### src/hdl/lock_detect_defines.vh
// constants for the digital lock detect block
`ifndef LOCK_DETECT_DEFINES_VH
`define LOCK_DETECT_DEFINES_VH
`define WINDOW_WIDTH     8
`define COUNT_WIDTH      20
`define ERR_WIDTH        16
`define DETECT_WAIT      2'h0
`define DETECT_MEASURE   2'h1
`define DETECT_DONE      2'h2
`endif

### src/hdl/edge_window_counter.v
// one in-window comparison counter for one lock event
`timescale 1ns/1ps
`include "lock_detect_defines.vh"
module edge_window_counter #(
  parameter CW = `COUNT_WIDTH
) (
  // clock and reset
  input  wire          clock,
  input  wire          rst,
  // comparison result
  input  wire          cmp_valid,
  input  wire          cmp_in_window,
  input  wire [CW-1:0] lock_count,
  // result
  output reg           event_r
);

  reg [CW-1:0] count_r;

  // ---------------------------------------
  // count consecutive in-window comparisons
  // ---------------------------------------
  always @(posedge clock) begin
    if (rst) begin
      count_r <= {CW{1'b0}};
      event_r <= 1'b0;
    end else if (cmp_valid) begin
      if (!cmp_in_window) begin
        count_r <= {CW{1'b0}};
        event_r <= 1'b0;
      end else if (count_r < lock_count) begin
        count_r <= count_r + {{(CW-1){1'b0}}, 1'b1};
        // event first set on the lock_count-th good cycle
        event_r <= (count_r + {{(CW-1){1'b0}}, 1'b1} >= lock_count);
      end else begin
        event_r <= 1'b1;
      end
    end
  end

endmodule // edge_window_counter

### src/hdl/lock_detect.v
// dual loop digital lock detect with holdover exit
`timescale 1ns/1ps
`include "lock_detect_defines.vh"
module lock_detect #(
  parameter WW = `WINDOW_WIDTH,
  parameter CW = `COUNT_WIDTH,
  parameter EW = `ERR_WIDTH
) (
  // clock and reset
  input  wire          clock,
  input  wire          rst,
  // loop 1 divider outputs (pins)
  input  wire          loop1_reference_divider_out,
  input  wire          loop1_feedback_divider_out,
  // loop 2 divider outputs (pins)
  input  wire          loop2_reference_divider_out,
  input  wire          loop2_feedback_divider_out,
  // configuration
  input  wire [WW-1:0] loop1_lock_window,
  input  wire [CW-1:0] loop1_lock_count,
  input  wire [WW-1:0] loop2_lock_window,
  input  wire [CW-1:0] loop2_lock_count,
  input  wire [CW-1:0] holdover_exit_count,
  input  wire          holdover_enter,
  // status
  output reg           loop1_lock_detected_r,
  output reg           loop2_lock_detected_r,
  output reg           holdover_active_r
);

  wire l1_valid;
  wire l1_in;
  wire l2_valid;
  wire l2_in;
  wire l1_event;
  wire l2_event;
  wire hold_event;

  // -----------------------------------------------
  // per-loop edge comparison (one per pd cycle)
  // -----------------------------------------------
  // window in clock cycles; edges sampled so resolution is one 40 ns cycle
  genvar g;
  generate
    for (g = 0; g < 2; g = g + 1) begin : loop_cmp
      wire [WW-1:0] window = (g == 0) ? loop1_lock_window : loop2_lock_window;
      wire          ref_pin = (g == 0) ? loop1_reference_divider_out
                                       : loop2_reference_divider_out;
      wire          fb_pin  = (g == 0) ? loop1_feedback_divider_out
                                       : loop2_feedback_divider_out;
      reg  [2:0]    ref_s_r;
      reg  [2:0]    fb_s_r;
      reg           ref_lvl_r;
      reg           fb_lvl_r;
      reg           ref_seen_r;
      reg           fb_seen_r;
      reg  [EW-1:0] err_r;
      reg           valid_r;
      reg           in_r;
      wire          ref_rise;
      wire          fb_rise;
      wire          ref_now;
      wire          fb_now;
      wire          both;
      wire          waiting;
      wire [EW-1:0] err_now;
      wire          in_window;
      // three flops; a change counts once the second and third agree
      assign ref_now   = (ref_s_r[1] == ref_s_r[2]) ? ref_s_r[2] : ref_lvl_r;
      assign fb_now    = (fb_s_r[1] == fb_s_r[2]) ? fb_s_r[2] : fb_lvl_r;
      assign ref_rise  = ref_now & ~ref_lvl_r;
      assign fb_rise   = fb_now & ~fb_lvl_r;
      assign both      = (ref_seen_r | ref_rise) & (fb_seen_r | fb_rise);
      assign waiting   = ref_seen_r | ref_rise | fb_seen_r | fb_rise;
      // edges in the same cycle are zero apart
      assign err_now   = (ref_rise & fb_rise) ? {EW{1'b0}} : err_r;
      // a spacing equal to the window still counts as inside
      assign in_window = (err_now <= {{(EW-WW){1'b0}}, window});

      // ---------------------------------------------
      // pin synchronisers and settled levels
      // ---------------------------------------------
      // reset levels match idle-low pins, so no false edge after reset
      always @(posedge clock) begin
        if (rst) begin
          ref_s_r   <= 3'h0;
          fb_s_r    <= 3'h0;
          ref_lvl_r <= 1'b0;
          fb_lvl_r  <= 1'b0;
        end else begin
          ref_s_r   <= {ref_s_r[1:0], ref_pin};
          fb_s_r    <= {fb_s_r[1:0], fb_pin};
          ref_lvl_r <= ref_now;
          fb_lvl_r  <= fb_now;
        end
      end

      // ---------------------------------------------
      // edge pairing
      // ---------------------------------------------
      // a second edge of one side before the other arrives is merged
      always @(posedge clock) begin
        if (rst) begin
          ref_seen_r <= 1'b0;
          fb_seen_r  <= 1'b0;
        end else if (both) begin
          ref_seen_r <= 1'b0;
          fb_seen_r  <= 1'b0;
        end else begin
          ref_seen_r <= ref_seen_r | ref_rise;
          fb_seen_r  <= fb_seen_r | fb_rise;
        end
      end

      // ---------------------------------------------
      // spacing counter between the two edges of a pair
      // ---------------------------------------------
      // saturates so a lost edge reads as far outside any window
      always @(posedge clock) begin
        if (rst) begin
          err_r <= {EW{1'b0}};
        end else if (both) begin
          err_r <= {EW{1'b0}};
        end else if (waiting && (err_r != {EW{1'b1}})) begin
          err_r <= err_r + {{(EW-1){1'b0}}, 1'b1};
        end
      end

      // ---------------------------------------------
      // one comparison result per completed pair
      // ---------------------------------------------
      always @(posedge clock) begin
        if (rst) begin
          valid_r <= 1'b0;
          in_r    <= 1'b0;
        end else begin
          valid_r <= both;
          if (both)
            in_r <= in_window;
        end
      end
    end
  endgenerate

  assign l1_valid = loop_cmp[0].valid_r;
  assign l1_in    = loop_cmp[0].in_r;
  assign l2_valid = loop_cmp[1].valid_r;
  assign l2_in    = loop_cmp[1].in_r;

  // -----------------------------------------------
  // three event counters
  // -----------------------------------------------
  // holdover exit reuses the loop 1 comparison, with its own count
  // a lock count of zero fires on the first in-window compare
  edge_window_counter #(.CW(CW)) u_loop1 (
    .clock         (clock),
    .rst           (rst),
    .cmp_valid     (l1_valid),
    .cmp_in_window (l1_in),
    .lock_count    (loop1_lock_count),
    .event_r       (l1_event)
  );

  edge_window_counter #(.CW(CW)) u_loop2 (
    .clock         (clock),
    .rst           (rst),
    .cmp_valid     (l2_valid),
    .cmp_in_window (l2_in),
    .lock_count    (loop2_lock_count),
    .event_r       (l2_event)
  );

  edge_window_counter #(.CW(CW)) u_holdover (
    .clock         (clock),
    .rst           (rst),
    .cmp_valid     (l1_valid),
    .cmp_in_window (l1_in),
    .lock_count    (holdover_exit_count),
    .event_r       (hold_event)
  );

  // -----------------------------------------------
  // lock indications
  // -----------------------------------------------
  // follow the counters, so a cleared count drops the indication too
  always @(posedge clock) begin
    if (rst) begin
      loop1_lock_detected_r <= 1'b0;
      loop2_lock_detected_r <= 1'b0;
    end else begin
      loop1_lock_detected_r <= l1_event;
      loop2_lock_detected_r <= l2_event;
    end
  end

  // -----------------------------------------------
  // holdover mode
  // -----------------------------------------------
  // exit wins over a simultaneous entry request, and keeps winning
  // while the exit count stays met
  always @(posedge clock) begin
    if (rst) begin
      holdover_active_r <= 1'b0;
    end else if (hold_event) begin
      holdover_active_r <= 1'b0;
    end else if (holdover_enter) begin
      holdover_active_r <= 1'b1;
    end
  end

endmodule // lock_detect

### config.mk
export PLATFORM = sky130hd
export DESIGN_NAME = lock_detect
export DESIGN_NICKNAME = d
export VERILOG_FILES = /design/src/hdl/edge_window_counter.v /design/src/hdl/lock_detect.v
export VERILOG_INCLUDE_DIRS = /design/src /design/src/hdl
export SDC_FILE = /design/constraint.sdc
export NUM_CORES = 1
export LEC_CHECK = 0
export BUFFER_PORTS_ARGS = -buffer_cell sky130_fd_sc_hd__buf_4
export CORE_MARGIN = 2
export CORE_UTILIZATION = 60
export DETAILED_ROUTE_END_ITERATION = 8
export GPL_TIMING_DRIVEN = 1
export PLACE_DENSITY = 0.8
export RECOVER_POWER = 50
export SETUP_SLACK_MARGIN = 0.3
export SYNTH_ARGS = -nofsm -noshare
export SYNTH_HDL_FRONTEND = slang
export SYNTH_HIERARCHICAL = 1
export SYNTH_SLANG_ARGS = --single-unit
### constraint.sdc
create_clock -name clock -period 2.9 [get_ports clock]
set_input_delay 0.435 -clock clock [delete_from_list [all_inputs] [get_ports clock]]
set_output_delay 0.435 -clock clock [all_outputs]
set_load 0.05 [all_outputs]
; ---- Yosys cells after proc, flatten, opt, wreduce, memory -nomap -nowiden
; Cells that the tools add are included.
; W data, S select, Z words.
[classes]
add_sub_neg = 5
muxes = 18
n_lt_le_gt_ge = 8
eq_ne = 9
n_reduce_logical = 8
n_bitwise = 20
[ops]
columns = op, count
row1 = $mux W20, 6
row2 = $add A20 B1 Y20 const B, 3
row3 = $ge A20 B20 Y1, 3
row4 = $lt A20 B20 Y1, 3
row5 = $add A16 B1 Y16 const B, 2
row6 = $le A16 B8 Y1, 2
row7 = $mux W16, 2
row8 = $ne A16 B16 Y1 const B, 2
row9 = $mux W1, 10
row10 = $and A1 B1 Y1, 8
row11 = $or A1 B1 Y1, 8
row12 = $ne A2 B1 Y1 const B, 3
row13 = $reduce_and A2 Y1, 3
row14 = $reduce_or A2 Y1, 3
row15 = $eq A1 B1 Y1, 4
row16 = $not A1 Y1, 4
row17 = $logic_and A1 B1 Y1, 2
[word_totals]
inputBits = 83
regBits = 122

; ---- Depth between registers and ports, before layout
[logic_depth]
depth_word = 7
depth_mapped = 14

; ---- Modules after synthesis
; Netlist, hierarchy kept.
[modules_own_cells]
columns = mod, seq_area_each_um2, cells_each, n_inst, area_each_um2
row1 = edge_window_counter, 420.4, 281, 3, 2293.4
row2 = lock_detect, 1181.1, 350, 1, 3015.4

; ---- Worst setup path after synthesis
; OpenSTA, ideal clock, no wires.
[synth_timing]
path_kind = reg2reg
start = register u_holdover.count_r[0]
end = register u_holdover.event_r
path_stages_with_launch = 14
n_path_buf = 0
setup_ps = 141
setup_slack_ps = 270
t_required_ps = 2759
arrival_time_ps = 2489
path_cell_list = dfxtp_1 > and3_4 > nand3_1 > or2_2 > nor2_1 > xnor2_1 > inv_1 > ha_1 > a21o_1 > a21o_1 > a21oi_1 > nor2_1 > nor4_1 > a311oi_1
[synth_via]
elab_chain_cells = 4
word_cells_on_any_way = 5
classes_between = add/sub (1) / order compare (2) / mux (2)
[synth_lines]
columns = element, line_no
row1 = start: declaration, edge_window_counter.v:18  ; reg [CW-1:0] count_r;
row2 = start signal: assignment, edge_window_counter.v:25  ; count_r <= {CW{1'b0}};
row3 = start signal: assignment, edge_window_counter.v:29  ; count_r <= {CW{1'b0}};
row4 = start signal: assignment, edge_window_counter.v:32  ; count_r <= count_r + {{(CW-1){1'b0}}, 1'b1};
row5 = $add A20 B1 Y20, edge_window_counter.v:34  ; event_r <= (count_r + {{(CW-1){1'b0}}, 1'b1} >= lock_count);
row6 = $ge A20 B20 Y1, edge_window_counter.v:34
row7 = $mux W1 *, edge_window_counter.v:31  ; end else if (count_r < lock_count) begin
row8 = $mux W1 *, edge_window_counter.v:28  ; if (!cmp_in_window) begin
row9 = end signal: assignment, edge_window_counter.v:34
row10 = end: declaration, edge_window_counter.v:15  ; output reg event_r
; Mark *: on every way between the ends. The rest lies on a longest branch, timed or not.
; A chain may end at the register's enable or synchronous reset.

; ---- Worst setup path in the final report
[layout_timing]
start = register u_loop2.count_r[4]
end = register u_loop2.event_r
[layout_via]
elab_chain_cells = 4
word_cells_on_any_way = 5
classes_between = add/sub (1) / order compare (2) / mux (2)
[layout_lines]
columns = element, line_no
row1 = start: declaration, edge_window_counter.v:18
row2 = start signal: assignment, edge_window_counter.v:25
row3 = start signal: assignment, edge_window_counter.v:29
row4 = start signal: assignment, edge_window_counter.v:32
row5 = $add A20 B1 Y20, edge_window_counter.v:34
row6 = $ge A20 B20 Y1, edge_window_counter.v:34
row7 = $mux W1 *, edge_window_counter.v:31
row8 = $mux W1 *, edge_window_counter.v:28
row9 = end signal: assignment, edge_window_counter.v:34
row10 = end: declaration, edge_window_counter.v:15
; Marked as above.

==> run metrics <==
final hold vios=0; CP arrival=2.90 ns; Cell Rows=46; average cell area after synthesis=8.29 um^2; area of the core=16000 um^2; setup TNS=0 ns; gr ovfl total=0; area share of the largest cell type after synthesis=0.247; Die H=132 um; all-layer global routing usage=0.279; Startpoint Class=flip-flop; Pleak=5.30 nW; # H-tree levels=4; Final Slew Violations=0; crit path launch=u_loop2/count_r[4]; clk sink count=122; min Tclk post-route=2.63 ns; sequential share of the synthesized area=0.247; CTS tree=yes; max_cap viols=0; worst hold slack=0.240 ns; ant diodes=0; initial antenna violation count=0; PD cells=344 nW/um^2; synthesized area=9900 um^2; Min-Delay Startpoint=loop1_feedback_divider_out; Max-slew headroom=0.0961; Worst-Margin Slew=1.34 ns; ranking of synthesized cells by area=dfxtp_1 (25%), ha_1 (18%), xnor2_1 (4.4%), nand4_1 (3.9%), a21oi_1 (3.8%); CP max stage cell=dfxtp_4; Die Area=17500 um^2; FILL cells=1197; delay-heaviest family, CP=simple AND/OR/NAND/NOR gates; switching power=0.000992 W; Clock Latency Late Sink=0.42 ns; Peak VDD IR=0.427 mV; area leader, netlist=dfxtp_1; Post-Route WL=25500 um; clk root buf=clkbuf_16; layout cell share with drive strength beyond 1=0.222; Sequential Power Share=0.406; PortBufs=85; worst path cell trace=and3_4 > nor3b_4 > nand3_4 > or2_4 > xnor2_1 > ha_1 > a21o_1 > a21oi_1 > nor2b_1 > nor4_1 > a311oi_1; clock-pin transition on the worst setup and hold timing paths=0.06 ns; worst min path class=in2reg; DR iter-0 viols=771; Crit. End Element=flip-flop; Final Wtd Congestion=0.881; first-pass GRT wire length=41100 um; Synth-to-Final Area Change=21.3%; Power, Total=0.00413 W; post-route ant nets=0; Synth async-reset ratio=0; mean routed wirelength per cell=16.4 um; Final #Nets=1552; Net Sw Frac=0.240; Post-Syn Instances=1193; vias in the first global route=8947; initial core utilization=0.618; DIE WIDTH=132 um; RSZ-0062 raised after global routing=yes; Via density=6.10; P_int=0.00313 W; Final Setup Violations=0; top fanout value on the critical path=6; Final period util=0.908; IO Count=86; First-pass DRT Iterations=7; synth warn=6; f_max=0.380 GHz; final HPWL from detailed placement=17600 um; Post-synth EDFFs=0; Main synth FF type=dfxtp_1; routed vias=9497; max incr delay on CP=0.39 ns; reg-to-reg startpoint=u_loop2/count_r[4]; CP required=3.17 ns; Buf/Inv on CP=0; status=completed; synthesis-stage register bit count=122; Clock Tree Buf Depth=2; Clock Skews=0.00878 ns; DR DRC count=0; Crit Path Category=reg2reg; Synth cell types=70; Gate power share=0.073; share of total power in the clock network=0.521; pin count of the biggest net entering global routing=60; CTS Buf Count=17; syn nets=1417
[cell usage after synthesis (18+ instances only)]
library cell / number
nand4_1: 62
nand3_1: 35
clkbuf_1: 27
nor2b_1: 42
or3_1: 18
nand3b_1: 33
inv_1: 98
xor2_1: 19
a21oi_1: 75
dfxtp_1: 122
o211ai_1: 34
a21o_1: 22
o21ai_0: 22
o22ai_1: 21
xnor2_1: 50
nor3_1: 31
nand2_1: 71
ha_1: 141
nor2_1: 76
[layer usage]
layer / wire length [um] / share of wire / global-route usage / vias up
met5: 0 / 0 / 0 / -
met4: 567 / 0.022 / 0.100 / 0
met3: 1610 / 0.063 / 0.0421 / 61
met2: 12400 / 0.49 / 0.483 / 352
met1: 10900 / 0.43 / 0.353 / 4436
li1: - / - / - / 4648
[power by group through the flow]
| stage | sequential (W) | clock, W | combinational (W) |
|---|---|---|---|
| 4_1_cts | 0.00168 | 0.00218 | 0.000299 |
| 3_3_place_gp | 0.00173 | 0 | 0.000287 |
| 2_1_floorplan | 0.00173 | 0 | 0.000161 |
| 6_report | 0.00168 | 0.00215 | 0.000300 |
| 5_1_grt | 0.00168 | 0.00225 | 0.000336 |
| 3_5_place_dp | 0.00173 | 0 | 0.000296 |
[area by class of cell]
type	count	area [um^2]	area share
inverter	98	368	0.0306
multi-input combinational	921	7020	0.584
tap	216	270	0.0225
clock buffer	20	457	0.0380
sequential	122	2510	0.210
clock inverter	12	141	0.0118
timing repair buffer	168	1240	0.103
[repair_timing]
item                                   CTS  global route
gates resized for setup                 55            36
setup endpoints to repair                6            34
setup buffers                           12            21
hold buffers                             0             0
pin swaps                               16            37
endpoints found under the hold margin    0             0
[final timing paths]
kind	slack, ns	to	cells after the start
setup / recovery	0.27	u_loop2/event_r	11
hold / removal	0.24	loop_cmp[0].fb_s_r[0]	2
setup reg to reg	0.27	u_loop2/event_r	11
hold reg to reg	0.44	loop_cmp[1].fb_s_r[1]	1
[state kept, by name, summed over array words and instances, names as in the netlist]
register	count
l2_in	1
loop1_lock_detected_r	1
loop_cmp.err_r	32
loop_cmp.fb_s_r	6
loop_cmp.fb_seen_r	2
loop_cmp.ref_lvl_r	2
u_loop1/count_r	20
loop2_lock_detected_r	1
l2_valid	1
loop_cmp.ref_s_r	6
l1_in	1
u_loop1/event_r	1
u_holdover/event_r	1
u_loop2/count_r	20
loop_cmp.ref_seen_r	2
loop_cmp.fb_lvl_r	2
u_loop2/event_r	1
u_holdover/count_r	20
holdover_active_r	1
l1_valid	1
[per-stage QoR]
stage / std cells / util / area, um^2 / setup slack [ns]
3_5_place_dp: 1492 / 0.681 / 10900 / 0.0804
6_report: 1557 / 0.750 / 12000 / 0.266
2_1_floorplan: 1193 / - / 9900 / 0.312
4_1_cts: 1536 / 0.734 / 11700 / 0.276
3_3_place_gp: 1492 / 0.681 / 10900 / 0.125
5_1_grt: 1557 / 0.750 / 12000 / 0.106
[cells in the final DEF (no fill, tap or decap), types with 29 or more instances in the layout]
| cell type | n |
|---|---|
| buf_4 | 161 |
| ha_1 | 138 |
| inv_1 | 97 |
| dfxtp_1 | 94 |
| a21oi_1 | 72 |
| nand2_1 | 71 |
| nand4_1 | 62 |
| nor2_1 | 60 |
| xnor2_1 | 45 |
| nor2b_1 | 42 |
| nand3_1 | 35 |
| o211ai_1 | 34 |
| nand3b_1 | 33 |
| nor3_1 | 29 |
[kinds of logic (layout without fill, tap and decap cells)]
group	count (synthesis)	count (layout)	synth area share
AND/OR/NAND/NOR	464	464	0.277
AO/OA/AOI/OAI	242	242	0.165
buffers and inverters	150	298	0.0668
adder cells (fa/ha/maj)	141	141	0.178
flip-flops	122	122	0.247
XOR/XNOR	69	69	0.0611
multiplexers	5	5	0.00506
No activity file was read; power rests on OpenSTA's default activity.
